## src/inc/usbdev_pkg.sv

```systemverilog
// Package with register map, field layout and timing for the endpoint logic.
package usbdev_pkg;
    localparam logic [7:0] ADDR_DEV = 8'h10;
    localparam logic [7:0] ADDR_EP0_CNT = 8'h11;
    localparam logic [7:0] ADDR_EP0_MODE = 8'h12;
    localparam logic [7:0] ADDR_EP1_CNT = 8'h13;
    localparam logic [7:0] ADDR_EP1_MODE = 8'h14;
    localparam logic [7:0] ADDR_EP2_CNT = 8'h15;
    localparam logic [7:0] ADDR_EP2_MODE = 8'h16;
    localparam logic [7:0] ADDR_BUF0_LO = 8'he0;
    localparam logic [7:0] ADDR_BUF0_LO_END = 8'he7;
    localparam logic [7:0] ADDR_BUF0_HI = 8'hf8;
    localparam logic [7:0] ADDR_BUF_BASE = 8'he0;
    localparam logic [7:0] ADDR_BUF_END = 8'hff;
    localparam logic [7:0] REG_RESET = 8'h00;
    localparam int BIT_ADDR_EN = 7;
    localparam int BIT_SETUP = 7;
    localparam int BIT_IN = 6;
    localparam int BIT_OUT = 5;
    localparam int BIT_ACK = 4;
    localparam int BIT_TOGGLE = 7;
    localparam int BIT_VALID = 6;
    localparam logic [7:0] MASK_EP12_MODE = 8'h1f;
    localparam logic [7:0] MASK_CNT = 8'hcf;
    localparam logic [3:0] MAX_COUNT = 4'h8;
    localparam int NUM_EP = 3;
    localparam int BUF_DEPTH = 8;
    localparam int CLK_MHZ = 20;
    localparam int BUS_RESET_US = 8;
    // Longer than the time, so round the count up and add one.
    localparam int BUS_RESET_CYC = BUS_RESET_US * CLK_MHZ + 1;
    localparam int RST_CNT_W = 9;
    typedef enum logic [1:0] {
        TOK_NONE = 2'b00,
        TOK_SETUP = 2'b01,
        TOK_IN = 2'b10,
        TOK_OUT = 2'b11
    } usbdev_tok_t;
endpackage

```

## src/design/usbdev_sync.sv

```systemverilog
// Two flip-flop synchroniser for the data line levels.
`timescale 1ns/1ns
module usbdev_sync (
    input wire logic core_clk,
    input wire logic resetn,
    input wire logic [1:0] din,
    output logic [1:0] dout
);
    logic [1:0] meta_ff;
    always_ff @(posedge core_clk or negedge resetn) begin
        if (!resetn) begin
            meta_ff <= 2'h3;
            dout <= 2'h3;
        end else begin
            meta_ff <= din;
            dout <= meta_ff;
        end
    end
endmodule // usbdev_sync

```

## src/design/usbdev_busrst.sv

```systemverilog
// Detector for a single-ended zero held long enough to be a bus reset.
`timescale 1ns/1ns
module usbdev_busrst
    import usbdev_pkg::*;
(
    input wire logic core_clk,
    input wire logic resetn,
    input wire logic [1:0] lines,
    output logic bus_reset
);
    logic [RST_CNT_W-1:0] cnt_ff;
    logic [RST_CNT_W-1:0] nxt_cnt;
    wire se0 = (lines == 2'h0);
    wire at_limit = (cnt_ff == RST_CNT_W'(BUS_RESET_CYC));
    wire at_prev = (cnt_ff == RST_CNT_W'(BUS_RESET_CYC - 1));
    assign nxt_cnt = !se0 ? '0 : (at_limit ? cnt_ff : cnt_ff + 1'b1);
    always_ff @(posedge core_clk or negedge resetn) begin
        if (!resetn) begin
            cnt_ff <= '0;
            bus_reset <= 1'b0;
        end else begin
            cnt_ff <= nxt_cnt;
            bus_reset <= se0 && at_prev;
        end
    end
endmodule // usbdev_busrst

```

## src/design/usbdev_regs.sv

```systemverilog
// Device address, endpoint mode and count registers with endpoint buffers.
`timescale 1ns/1ns
// Contract
// - Hardware reset clears address and enable.
// - Engine ignores traffic until address enabled; set-up data start and data bytes still act on endpoint zero.
// - Bus reset also clears address register.
// - Three endpoints, eight byte buffer each.
// - Endpoint zero bidirectional incl. set-up.
// - Reset clears all endpoint mode registers.
// - Endpoint zero token flags sticky, firmware clears.
// - Endpoints one, two lack token flags.
// - Acknowledge flag set on ACKed transaction.
// - Set-up flag held until first read after ACK start.
// - Engine update locks endpoint zero mode writes until read.
// - Engine updates at transaction end; set-up flag at set-up data start.
// - Set-up flag blocks endpoint zero buffer writes.
// - Mode low nibble selects endpoint response.
// - Count low nibble: IN bytes, 0-8.
// - Data valid only for OUT and set-up.
// - Count top bit selects DATA0 or DATA1.
// - Bus reset is SE0 over 8 us.
module usbdev_regs
    import usbdev_pkg::*;
(
    input wire logic core_clk,
    input wire logic resetn,
    input wire logic [7:0] io_addr,
    input wire logic [7:0] io_wdata,
    input wire logic io_write_op,
    input wire logic io_read_op,
    output logic [7:0] io_rdata,
    input wire logic [1:0] usb_lines,
    input wire logic [6:0] tok_addr,
    input wire logic [1:0] tok_ep,
    input wire usbdev_pkg::usbdev_tok_t tok_pid,
    input wire logic tok_valid,
    input wire logic setup_data_start,
    input wire logic ack_start,
    input wire logic xfer_done,
    input wire logic xfer_acked,
    input wire logic [3:0] rx_count,
    input wire logic rx_valid,
    input wire logic rx_toggle,
    input wire logic rx_byte_we,
    input wire logic [2:0] rx_byte_idx,
    input wire logic [7:0] rx_byte,
    input wire logic [2:0] tx_byte_idx,
    output logic [7:0] tx_byte,
    output logic tok_match,
    output logic [3:0] ep_mode_out,
    output logic [3:0] ep_tx_count,
    output logic ep_tx_toggle,
    output logic bus_reset_seen
);
    import usbdev_pkg::*;

    // ------------------------------------------------------------
    // Line synchronisation and bus reset
    // ------------------------------------------------------------
    // The pins are asynchronous to core_clk, so nothing reads them before
    // the two-stage synchroniser.
    logic [1:0] lines_sync;
    logic bus_reset;
    usbdev_sync u_sync (
        .core_clk(core_clk),
        .resetn(resetn),
        .din(usb_lines),
        .dout(lines_sync)
    );
    usbdev_busrst u_busrst (
        .core_clk(core_clk),
        .resetn(resetn),
        .lines(lines_sync),
        .bus_reset(bus_reset)
    );

    // ------------------------------------------------------------
    // Register state
    // ------------------------------------------------------------
    logic [7:0] dev_addr_ff;
    logic [7:0] mode_ff [NUM_EP];
    logic [7:0] cnt_ff [NUM_EP];
    logic [7:0] buf_mem [NUM_EP][BUF_DEPTH];
    logic lock_ff;
    logic setup_hold_ff;
    logic [1:0] cur_ep_ff;
    usbdev_tok_t cur_tok_ff;

    function automatic logic [1:0] buf_ep(input logic [7:0] a);
        buf_ep = 2'(3'(a[4:3]) == 3'h3 ? 2'h0 : a[4:3]);
    endfunction

    // ------------------------------------------------------------
    // Decoding
    // ------------------------------------------------------------
    wire wr_dev = io_write_op && io_addr == ADDR_DEV;
    wire wr_m0 = io_write_op && io_addr == ADDR_EP0_MODE;
    wire rd_m0 = io_read_op && io_addr == ADDR_EP0_MODE;
    wire is_buf = io_addr >= ADDR_BUF_BASE;
    // Both endpoint zero windows are guarded so a set-up cannot collide
    // with an IN buffer that firmware is still filling.
    wire buf0_win = (io_addr >= ADDR_BUF0_LO && io_addr <= ADDR_BUF0_LO_END)
                    || io_addr >= ADDR_BUF0_HI;
    wire setup_flag = mode_ff[0][BIT_SETUP];
    wire buf_wr_ok = io_write_op && is_buf
                     && !(setup_flag && buf0_win);
    wire [1:0] buf_sel = buf_ep(io_addr);
    wire addr_en = dev_addr_ff[BIT_ADDR_EN];
    wire match = tok_valid && addr_en && tok_addr == dev_addr_ff[6:0]
                 && tok_ep < 2'(NUM_EP);
    wire upd = xfer_done;
    wire upd0 = upd && cur_ep_ff == 2'h0;
    wire rx_tok = cur_tok_ff == TOK_OUT || cur_tok_ff == TOK_SETUP;

    // ------------------------------------------------------------
    // Address register
    // ------------------------------------------------------------
    always_ff @(posedge core_clk or negedge resetn) begin
        if (!resetn) begin
            dev_addr_ff <= REG_RESET;
        end else if (bus_reset) begin
            dev_addr_ff <= REG_RESET;
        end else if (wr_dev) begin
            dev_addr_ff <= io_wdata;
        end
    end

    // ------------------------------------------------------------
    // Current transaction tracking
    // ------------------------------------------------------------
    // A token for another device or endpoint leaves these untouched, so
    // the engine outputs keep describing the last accepted transaction.
    always_ff @(posedge core_clk or negedge resetn) begin
        if (!resetn) begin
            cur_ep_ff <= 2'h0;
            cur_tok_ff <= TOK_NONE;
        end else if (match) begin
            cur_ep_ff <= tok_ep;
            cur_tok_ff <= tok_pid;
        end else if (upd) begin
            cur_tok_ff <= TOK_NONE;
        end
    end

    // ------------------------------------------------------------
    // Set-up data phase
    // ------------------------------------------------------------
    // A read that lands between the start of the set-up data and the
    // start of the ACK must not release the set-up flag, so the phase
    // itself is remembered here.
    logic su_phase_ff;
    wire su_start = setup_data_start && cur_ep_ff == 2'h0;
    wire hold_rel = rd_m0 && !su_phase_ff && !ack_start;
    always_ff @(posedge core_clk or negedge resetn) begin
        if (!resetn) begin
            su_phase_ff <= 1'b0;
        end else if (su_start) begin
            su_phase_ff <= 1'b1;
        end else if (ack_start) begin
            su_phase_ff <= 1'b0;
        end
    end

    // ------------------------------------------------------------
    // Endpoint zero lock and set-up hold
    // ------------------------------------------------------------
    // A read in the same cycle as an engine update leaves the lock set,
    // so the newer engine value is never overwritten unseen.
    always_ff @(posedge core_clk or negedge resetn) begin
        if (!resetn) begin
            lock_ff <= 1'b0;
            setup_hold_ff <= 1'b0;
        end else begin
            if (upd0 && cur_tok_ff != TOK_NONE) begin
                lock_ff <= 1'b1;
            end else if (rd_m0) begin
                lock_ff <= 1'b0;
            end
            if (su_start) begin
                setup_hold_ff <= 1'b1;
            end else if (hold_rel) begin
                setup_hold_ff <= 1'b0;
            end
        end
    end

    // ------------------------------------------------------------
    // Mode and count registers
    // ------------------------------------------------------------
    genvar g;
    generate
        for (g = 0; g < NUM_EP; g++) begin : g_ep
            wire sel = upd && cur_ep_ff == 2'(g) && cur_tok_ff != TOK_NONE;
            wire [7:0] a_mode = g == 0 ? ADDR_EP0_MODE
                                : (g == 1 ? ADDR_EP1_MODE : ADDR_EP2_MODE);
            wire [7:0] a_cnt = g == 0 ? ADDR_EP0_CNT
                               : (g == 1 ? ADDR_EP1_CNT : ADDR_EP2_CNT);
            wire wr_m = io_write_op && io_addr == a_mode;
            wire wr_c = io_write_op && io_addr == a_cnt;
            logic [7:0] nxt_mode;
            logic [7:0] nxt_cnt;
            logic [7:0] tok_bits;
            always_comb begin
                tok_bits = 8'h00;
                if (g == 0) begin
                    tok_bits[BIT_SETUP] = cur_tok_ff == TOK_SETUP;
                    tok_bits[BIT_IN] = cur_tok_ff == TOK_IN;
                    tok_bits[BIT_OUT] = cur_tok_ff == TOK_OUT;
                end
                nxt_mode = mode_ff[g];
                if (wr_m && !(g == 0 && lock_ff)) begin
                    nxt_mode = io_wdata;
                    if (g == 0 && setup_hold_ff) begin
                        nxt_mode[BIT_SETUP] = 1'b1;
                    end
                end
                if (g == 0 && setup_data_start && cur_ep_ff == 2'h0) begin
                    nxt_mode[BIT_SETUP] = 1'b1;
                end
                if (sel) begin
                    // Engine set wins over a firmware clear in the same cycle.
                    nxt_mode = nxt_mode | tok_bits;
                    if (xfer_acked) begin
                        nxt_mode[BIT_ACK] = 1'b1;
                    end
                end
                if (g != 0) begin
                    nxt_mode = nxt_mode & MASK_EP12_MODE;
                end
                nxt_cnt = wr_c ? (io_wdata & MASK_CNT) : cnt_ff[g];
                if (sel && rx_tok) begin
                    nxt_cnt[3:0] = rx_count;
                    nxt_cnt[BIT_VALID] = rx_valid;
                    nxt_cnt[BIT_TOGGLE] = rx_toggle;
                end
            end
            always_ff @(posedge core_clk or negedge resetn) begin
                if (!resetn) begin
                    mode_ff[g] <= REG_RESET;
                    cnt_ff[g] <= REG_RESET;
                end else begin
                    mode_ff[g] <= nxt_mode;
                    cnt_ff[g] <= nxt_cnt;
                end
            end
        end
    endgenerate

    // ------------------------------------------------------------
    // Endpoint buffers
    // ------------------------------------------------------------
    // The buffers have no reset: firmware fills a buffer before it arms
    // an IN response, and a reset network on 24 bytes buys nothing.
    // endpoint zero also receives; every buffer is two-way.
    always_ff @(posedge core_clk) begin
        if (rx_byte_we && (rx_tok || cur_ep_ff == 2'h0)) begin
            buf_mem[cur_ep_ff][rx_byte_idx] <= rx_byte;
        end else if (buf_wr_ok) begin
            buf_mem[buf_sel][io_addr[2:0]] <= io_wdata;
        end
    end

    // ------------------------------------------------------------
    // Read mux and engine outputs
    // ------------------------------------------------------------
    logic [7:0] nxt_rdata;
    always_comb begin
        case (io_addr)
            ADDR_DEV: nxt_rdata = dev_addr_ff;
            ADDR_EP0_CNT: nxt_rdata = cnt_ff[0];
            ADDR_EP0_MODE: nxt_rdata = mode_ff[0];
            ADDR_EP1_CNT: nxt_rdata = cnt_ff[1];
            ADDR_EP1_MODE: nxt_rdata = mode_ff[1];
            ADDR_EP2_CNT: nxt_rdata = cnt_ff[2];
            ADDR_EP2_MODE: nxt_rdata = mode_ff[2];
            default: nxt_rdata = is_buf ? buf_mem[buf_sel][io_addr[2:0]]
                                        : 8'h00;
        endcase
    end
    wire [3:0] cnt_lo = cnt_ff[cur_ep_ff][3:0];
    // Counts above eight are clipped so the engine never overruns a buffer.
    wire [3:0] clip_cnt = cnt_lo > MAX_COUNT ? MAX_COUNT : cnt_lo;

    always_ff @(posedge core_clk or negedge resetn) begin
        if (!resetn) begin
            io_rdata <= 8'h00;
            tx_byte <= 8'h00;
            tok_match <= 1'b0;
            ep_mode_out <= 4'h0;
            ep_tx_count <= 4'h0;
            ep_tx_toggle <= 1'b0;
            bus_reset_seen <= 1'b0;
        end else begin
            io_rdata <= io_read_op ? nxt_rdata : io_rdata;
            tx_byte <= buf_mem[cur_ep_ff][tx_byte_idx];
            tok_match <= match;
            ep_mode_out <= mode_ff[cur_ep_ff][3:0];
            ep_tx_count <= clip_cnt;
            ep_tx_toggle <= cnt_ff[cur_ep_ff][BIT_TOGGLE];
            bus_reset_seen <= bus_reset;
        end
    end
endmodule // usbdev_regs

```

## config.mk

```make
export PLATFORM = sky130hd
export DESIGN_NAME = usbdev_regs
export DESIGN_NICKNAME = d
export VERILOG_FILES = /design/src/inc/usbdev_pkg.sv /design/src/design/usbdev_sync.sv /design/src/design/usbdev_busrst.sv /design/src/design/usbdev_regs.sv
export SDC_FILE = /design/constraint.sdc
export NUM_CORES = 1
export LEC_CHECK = 0
export BUFFER_PORTS_ARGS = -buffer_cell sky130_fd_sc_hd__buf_2
export CAP_MARGIN = 25
export CORE_MARGIN = 4
export CORE_UTILIZATION = 33
export DETAILED_ROUTE_END_ITERATION = 8
export PLACE_DENSITY_LB_ADDON = 0.12
export SLEW_MARGIN = 20
export SYNTH_ARGS = -nofsm -noshare
export SYNTH_HDL_FRONTEND = slang
export SYNTH_HIERARCHICAL = 1
export SYNTH_SLANG_ARGS = --single-unit
```

## constraint.sdc

```tcl
create_clock -name core_clk -period 4.6 [get_ports core_clk]
set_input_delay 0.23 -clock core_clk [delete_from_list [all_inputs] [get_ports core_clk]]
set_output_delay 0.23 -clock core_clk [all_outputs]
set_load 0.05 [all_outputs]
```

==> results of run 1 <==
==> state kept, by name, summed over array words and instances (netlist names), 8 cells and up <==
| signal | flops |
|---|---|
| buf_mem | 192 |
| cnt_ff | 18 |
| dev_addr_ff | 8 |
| io_rdata | 8 |
| mode_ff | 18 |
| tx_byte | 8 |
| u_busrst/cnt_ff | 9 |
==> cells in the mapped netlist, types with 19 or more instances <==
library cell	number
edfxtp_1	192
mux2i_1	184
nor2_1	104
dfrtp_1	88
mux2_2	61
a21oi_1	58
nand2_1	56
mux4_2	45
o21ai_0	35
buf_2	29
a211oi_1	25
clkbuf_1	23
nand3_1	19
==> how the worst max path moves through the flow <==
stage | startpoint | endpoint | slack, ns | cells past startpoint
after floorplan | cur_ep_ff[1] | buf_mem[2][16] | 2.36 | 7
after global placement | cur_ep_ff[1] | buf_mem[2][40] | 1.26 | 5
after detailed placement | io_addr[3] | buf_mem[1][50] | 1.40 | 5
after CTS | cur_ep_ff[1] | buf_mem[2][25] | 1.43 | 5
after global routing | cur_ep_ff[1] | buf_mem[1][28] | 1.19 | 6
final | cur_ep_ff[1] | buf_mem[2][12] | 1.43 | 5
==> area by class of cell <==
| cell class | count | area share (%) |
|---|---|---|
| antenna | 1 | 0.01459 |
| clock buffer | 53 | 6.105 |
| clock inverter | 12 | 0.6784 |
| inverter | 15 | 0.3283 |
| multi-input combinational | 754 | 36.16 |
| sequential | 284 | 47.11 |
| tap | 592 | 4.318 |
| timing repair buffer | 141 | 5.288 |
==> metal layers <==
| layer | share of wire [%] | track usage [%] | vias to the layer above |
|---|---|---|---|
| met5 | 0.054 | 0 | - |
| met4 | 2.1 | 5.351 | 4 |
| met3 | 5.0 | 3.462 | 68 |
| met2 | 46 | 33.46 | 284 |
| met1 | 46 | 29.26 | 5203 |
| li1 | - | - | 4566 |
==> power breakdown <==
group          switching [µW]  total [µW]  internal [µW]
sequential               42.7        2840           2800
clock                    1120        2810           1690
combinational             382         587            205
total                    1550        6240           4690
==> timing repair <==
item                       in CTS  in global routing
hold buffers                   16                  0
setup buffers                   0                  0
setup endpoints to repair       0                  0
hold endpoints to repair       54                  0
==> stage by stage <==
stage | worst slack (ns) | utilization [%] | instances
floorplan | 2.357 | - | 1128
global placement | 1.261 | 35.86 | 1770
detailed placement | 1.399 | 35.87 | 1770
CTS | 1.435 | 38.87 | 1851
global route | 1.187 | 38.87 | 1851
finish | 1.430 | 38.87 | 1852
==> cells by family after synthesis <==
kind of cell,count (synthesis)
AOI/OAI and AO/OA,195
xor gates and xnor gates,11
adders and majority gates,3
buffers and inverters,90
DFF,284
muxes,293
and+or+nand+nor,252
==> cells in the final DEF (no fill, tap or decap), types with 6 or more instances in the layout <==
master and n:
a22oi_1 9, o22ai_1 6, or3_1 6, nor2b_1 12, nor2_1 97, edfxtp_1 192
dlygate4sd3_1 16, nor3_1 8, clkbuf_16 38, nor2_2 7, o21ai_0 35, mux2i_1 184
o211ai_1 6, a31oi_1 15, mux2_2 61, a21oi_1 58, xnor2_1 6, nand2b_1 11
inv_1 15, nand3_1 19, dfrtp_1 86, clkbuf_1 11, buf_4 40, buf_2 83
mux4_2 45, a211oi_1 25, nand4_1 7, nand2_1 56
==> critical path, stage by stage (launching register included) <==
cell	delay (ns)
dfrtp_4	0.66
nor2_1	0.17
o21ai_2	0.57
a32oi_1	0.19
o22a_1	0.38
nor2_1	0.81
==> metrics, run 1 <==
die area=0.04800 mm²; Adder-Cell Fraction of Synth Area=0.2553%; vias in the first global route=10190; TritonRoute pass-1 iters=5; Simple-Gate Fraction of Synth Area=under 10%; hold path cells=3; run status=completed; Compound-Gate Fraction of Synth Area=8.602%; layout cells sized above 1=between 20% and 30%; FMAX=between 300 and 400 MHz; vias per inst=5.467; largest net degree at the start of global routing=67; Hold Path Origin=io_wdata[5]; design area=0.01715 mm²; CTS tree=built; clock slew at the register clock pins of the worst setup and hold paths=0.06 ns; Power per Cell Area=363.7 mW/mm²; post-synthesis area per instance=between 10 and 15 µm²; vias=10130; Peak VDD IR=211.8 µV; grt ovf=0; antenna violations before repair=3; worst-margin pin slew=0.9695 ns; Post-Synthesis Net Count=approximately 1200; Sequential Area=0.008080 mm²; Port Buffers=85; Synth top area share=39.21%; Sink Count=284; Mapped Cells=1128; synth top area cells=edfxtp_1 39%, dfrtp_1 15%, mux2i_1 13%; post-route setup TNS=0 ns; multiplexer share of the synthesized area=between 20% and 30%; core area=0.04412 mm²; RSZ-0062 raised after global routing=false; Fin. Hold Viols=0; CTS HTree Levels=2; DRC viols=0; GR Util All Layers=20.76%; Hold WC Path Type=input pin to flop; Post-synth EDFFs=between 150 and 200; nets=between 1000 and 1500; final worst path period need=3.170 ns; Max-Cap Viols=0; Fill cells=4260; Worst EP arrival=3.33 ns; Post-Synth XOR/XNOR Area=less than 1%; sequential share of the synthesized area=approximately 55%; worst clock skew=0.02135 ns; footprint of the multi-input gates=0.006202 mm²; largest family of logic cells by synthesized area=multiplexers; CP Launch Type=flop; chip height=219.1 µm; hold endpoint=mode_ff[21]; CTS buffer count=36; Worst EP required=approximately 4.8 ns; Detail Route Antenna Nets=0; clock latency on the worst-skew pair=0.55 ns; WL/cell=26.84 µm; FF+latch count, synth=284; Row Count=77; Leak=0.006512 µW; max-slew violations=0; Critical Path Fanout Max=34; share of async-settable or async-resettable flops after synthesis=32.39%; flop2flop setup slack=1.43 ns; clock tree buffer depth=3; crit share post-route=68.91%; Worst R2R Start=cur_ep_ff[1]; Power Total=6238 µW; element type at the critical path end=flop; io pins=86; FF-to-FF path depth=5; Crit Path Class=flop to flop; dominant cell type by area after synthesis=edfxtp_1; Area growth, synth to finish=16.64%; Die X=219.1 µm; GP Congestion=0.8320; reg2reg end=buf_mem[2][12]; CTS resizes=0; Iter 0 DRT Violations=850; Synth warnings=6; top_reg_cell synth=edfxtp_1; Initial Util=33.33%; Placed Area=0.01583 mm²; HPWL Detailed=around 34 mm; Root Buffer=clkbuf_16; setup violators final=0; Mapped Area=approximately 0.015 mm²; first-pass GRT wire length=72.34 mm; Synth cell types=66; Hold WS=roughly 0.026 ns; DRT Wirelength=between 40 and 50 mm; Worst slew margin=between 30% and 40%
Note: power is estimated with default switching activity, not from simulation.
==> inputs of run 2 (changes only) <==
==> constraint.sdc (replaced) <==
create_clock -name core_clk -period 2.9 [get_ports core_clk]
set_input_delay 0.145 -clock core_clk [delete_from_list [all_inputs] [get_ports core_clk]]
set_output_delay 0.145 -clock core_clk [all_outputs]
set_load 0.05 [all_outputs]
==> metrics, run 2 (same netlist as run 1, synthesis figures left out) <==
CTS buffer count=34; vias in the first global route=10220; P_sw=2444 µW; grt ovf=0; Crit Path Class=flop to flop; core area=0.04412 mm²; Flop pwr share=46.6%; nets=1351; Initial Util=roughly 33%; Worst EP required=3.37 ns; setup violators final=0; Fill cells=4239; number of flip-flops under the largest register name=192; Worst slew margin=32.73%; Clk network pwr share=43.1%; Leak=around 0.0068 µW; GR Util All Layers=20.89%; Row Count=77; worst-margin pin slew=1.009 ns; crit share post-route=around nine tenths; Max-Cap Viols=0; GP Congestion=approximately 0.84; Critical Path Fanout Max=15; first-pass GRT wire length=72.65 mm; Area growth, synth to finish=19.71%; Power per Cell Area=around 550 mW/mm²; worst clock skew=0.01969 ns; Int Pwr=7213 µW; HPWL Detailed=35.08 mm; Hold WC Path Type=input pin to flop; Detail Route Antenna Nets=0; Hold WS=0.02483 ns; io pins=86; Power Total=between 9000 and 10000 µW; Die X=219.1 µm; Root Buffer=clkbuf_16; post-route setup TNS=0 ns; Port Buffers=85; DRC viols=0; vias=a little over 10000; die area=0.04800 mm²; clock tree buffer depth=3; element type at the critical path end=flop; CP Launch Type=flop; commonest cells after routing, fill and taps aside=192 x edfxtp_1, 184 x mux2i_1, 104 x nor2_1, 86 x dfrtp_1, 84 x buf_2; CTS resizes=0; vias per inst=5.382; FMAX=around 390 MHz; Iter 0 DRT Violations=between 800 and 900; run status=completed; chip height=219.1 µm; Sink Count=284; antenna violations before repair=2; Worst EP arrival=between 3 and 4 ns; WL/cell=26.35 µm; CTS tree=built; Top reg by flops=buf_mem; clock latency on the worst-skew pair=0.55 ns; most common cell after layout, fill and taps aside=edfxtp_1; Fin. Hold Viols=0; layout cells sized above 1=26.10%; worst slack, placed=0.5160 ns; # hold bufs at CTS=33; sw frac=25.31%; Logic pwr share=between 10% and 20%; largest registers=buf_mem x192, cnt_ff x18, mode_ff x18; final worst path period need=2.563 ns; max-slew violations=0; final worst setup slack=approximately 0.34 ns; flop2flop setup slack=0.34 ns; RSZ-0062 raised after global routing=false; CTS HTree Levels=2; Setup Buffers After CTS=0; TritonRoute pass-1 iters=5; DRT Wirelength=approximately 50 mm; Peak VDD IR=442.4 µV; largest net degree at the start of global routing=80; clock slew at the register clock pins of the worst setup and hold paths=0.06 ns
-- run 2: changes by cell type in the layout (fill, tap and decap cells not counted), sizes merged --
cell,change
inv,+1
clkinv,+7
dlygate4sd3,+17
clkbuf,-13
buf,+42
clkinvlp,+1
-- run 2: through the flow --
step	utilization [%]	area, µm²	instances
6_report	39.90	17600	1907
5_1_grt	39.89	17600	1906
4_1_cts	39.83	17580	1904
3_5_place_dp	36.68	16180	1810
3_3_place_gp	36.68	16180	1810
2_1_floorplan	-	14710	1128
-- run 2: path summary, 6_finish.rpt --
kind	from	end	cells past startpoint
min in group asynchronous	resetn	mode_ff[20]	3
min reg2reg	u_sync/meta_ff[0]	u_sync/dout[0]	0
min	xfer_done	mode_ff[4]	3
max in group asynchronous	resetn	cur_ep_ff[1]	3
max reg2reg	cur_ep_ff[0]	cnt_ff[6]	6
max	cur_ep_ff[0]	cnt_ff[6]	6
-- run 2: per-layer routing --
layer	GRT usage (%)	vias to the layer above	part of all wire, %
met3	3.212	75	5.9
met1	29.18	5175	44
li1	-	4668	-
met2	33.97	341	47
met5	0	-	0.042
met4	5.835	4	2.5
-- run 2: area by class of cell --
| type | count | area [µm²] | share of cell area [%] |
|---|---|---|---|
| tap | 592 | 740.7 | 4.208 |
| timing repair buffer | 200 | 1478 | 8.394 |
| clock buffer | 40 | 904.6 | 5.139 |
| inverter | 15 | 56.30 | 0.3198 |
| antenna | 1 | 2.502 | 0.01421 |
| sequential | 284 | 8080 | 45.90 |
| multi-input combinational | 754 | 6185 | 35.13 |
| clock inverter | 21 | 157.7 | 0.8955 |
-- run 2: worst max-delay path: stages, from the launching register on --
cell	delay, ns
dfrtp_4	0.56
buf_4	0.25
and4b_1	0.47
a41o_1	0.41
nor2_1	0.07
a31oi_1	0.15
dlygate4sd3_1	0.57
-- run 2: power groups by stage --
stage          clock network, µW  logic [µW]  registers, µW
2_1_floorplan                  0         481           4650
3_3_place_gp                   0         956           4580
3_5_place_dp                   0         957           4580
4_1_cts                     4260         996           4500
5_1_grt                     4410        1060           4510
6_report                    4160         993           4500
==> inputs of run 3 (changes only) <==
--- a/config.mk
+++ b/config.mk
@@ -9,6 +9,7 @@
 export CAP_MARGIN = 25
 export CORE_MARGIN = 4
 export CORE_UTILIZATION = 33
+export CTS_CLUSTER_SIZE = 8
 export DETAILED_ROUTE_END_ITERATION = 8
 export PLACE_DENSITY_LB_ADDON = 0.12
 export SLEW_MARGIN = 20
==> constraint.sdc (replaced) <==
create_clock -name core_clk -period 3.1 [get_ports core_clk]
set_input_delay 0.155 -clock core_clk [delete_from_list [all_inputs] [get_ports core_clk]]
set_output_delay 0.155 -clock core_clk [all_outputs]
set_load 0.05 [all_outputs]
==> metrics, run 3 (same netlist as run 1, synthesis figures left out) <==
run status=completed; vias in the first global route=about 10000; Fin. Hold Viols=0; CTS HTree Levels=2; worst-margin pin slew=1.018 ns; clock latency on the worst-skew pair=0.56 ns; Hold WS=0.1113 ns; CTS buffer count=41; worst clock skew=about 0.017 ns; antenna violations before repair=2; TritonRoute pass-1 iters=5; Area growth, synth to finish=19.34%; Detail Route Antenna Nets=0; CP Cell Sequence=buf_12 > and4b_1 > a41o_1 > nor2_1 > a31oi_1 > dlygate4sd3_1; Peak VDD IR=around 400 µV; Fill cells=around 4300; largest net degree at the start of global routing=98; Port Buffers=85; most common cell after layout, fill and taps aside=edfxtp_1; DRC viols=0; Hold WC Path Type=input pin to async pin; highest routed layer=met5; flop2flop setup slack=0.43 ns; number of flip-flops under the largest register name=192; Worst EP required=3.59 ns; commonest cells after routing, fill and taps aside=192 x edfxtp_1, 184 x mux2i_1, 104 x nor2_1, 86 x dfrtp_1, 83 x buf_2; setup violators final=0; vias=10270; wl on met1=21.23 mm; core area=0.04412 mm²; Max-Cap Viols=0; crit share post-route=86.01%; Sink Count=284; Leak=roughly 0.0067 µW; Root Buffer=clkbuf_16; Layout Cells excl Fill=1897; layout cells sized above 1=23.98%; final worst path period need=2.666 ns; die area=slightly below 0.05 mm²; Power per Cell Area=529.7 mW/mm²; CTS resizes=0; Worst EP arrival=3.16 ns; GP Congestion=0.8322; Sequential Area=roughly 0.0081 mm²; Worst Setup EP=cnt_ff[0]; HPWL Detailed=33.09 mm; post-route setup TNS=0 ns; Crit Path Class=flop to flop; FMAX=375.1 MHz; largest registers=buf_mem x192, cnt_ff x18, mode_ff x18; clock slew at the register clock pins of the worst setup and hold paths=0.05 ns; grt ovf=0; GR Util All Layers=20.32%; chip height=about 220 µm; Setup Buffers After CTS=0; nets=1340; FF-to-FF path depth=6; max-slew violations=0; Die X=219.1 µm; footprint of the multi-input gates=0.006185 mm²; Iter 0 DRT Violations=947; CP Launch Type=flop; design area=0.01755 mm²; element type at the critical path end=flop; slowest stage delay, CP=0.58 ns; diodes inserted=0; Top reg by flops=buf_mem; WL/cell=25.70 µm; met3 WL=2.577 mm; Row Count=77; RSZ-0062 raised after global routing=false; Placed Area=~0.016 mm²; Worst slew margin=31.83%; Critical Path Start=cur_ep_ff[1]; crit path max-delay cell type=dlygate4sd3_1; io pins=86; Critical Path Fanout Max=97; placed cell count=1788; CTS tree=built; reg2reg end=cnt_ff[0]; WL met2=between 20 and 25 mm; vias per inst=between 5 and 6; first-pass GRT wire length=71.26 mm; DRT Wirelength=48.75 mm; Initial Util=between 30 and 40%; clock tree buffer depth=3; Worst R2R Start=cur_ep_ff[1]
[run 3: critical path: cells and delay by family, from the launching register on]
family | cells | cell delay [ns]
AO/OA/AOI/OAI | 2 | 0.61
buffers and inverters | 2 | 0.96
flip-flops | 1 | 0.42
AND/OR/NAND/NOR | 2 | 0.57
[run 3: timing repair]
action	CTS	global route
endpoints found under the hold margin	77	0
endpoints found under the setup margin	0	0
hold buffers	38	0
[run 3: stage by stage]
step	worst slack, ns	utilization [%]	total power (µW)
floorplan	0.8574	-	4800
global placement	0.3948	36.20	5157
detailed placement	0.5366	36.21	5157
CTS	0.4926	39.73	9434
global route	0.3191	39.77	9674
finish	0.4337	39.77	9295
[run 3: worst min path at each step]
stage / from / to / slack, ns / cells after the start
global route: resetn / tx_byte[3] / 0.14 / 2
floorplan: resetn / bus_reset_seen / -0.14 / 0
CTS: resetn / tx_byte[6] / 0.10 / 2
finish: resetn / dev_addr_ff[4] / 0.11 / 2
global placement: resetn / dev_addr_ff[4] / 0.17 / 1
detailed placement: resetn / dev_addr_ff[4] / 0.16 / 1
[run 3: final cells by class]
cell class | count | area share [%]
multi-input cells | 754 | 35.24
repair buffers | 182 | 7.500
clock buffers | 67 | 6.459
clock inverters | 3 | 0.2139
well taps | 592 | 4.221
flip-flops and latches | 284 | 46.04
inverters | 15 | 0.3208
[run 3: power breakdown]
group	internal [µW]	leakage [µW]	switching, µW
sequential	4150	0.00295	60.2
combinational	333	0.00322	576
clock	2490	0.000561	1680
total	6970	0.00673	2320
[run 3: per-layer routing]
layer / track usage [%] / vias up
met1: 27.46 / 5259
met5: 0 / -
met2: 34.36 / 296
li1: - / 4649
met4: 5.435 / 4
met3: 2.991 / 63
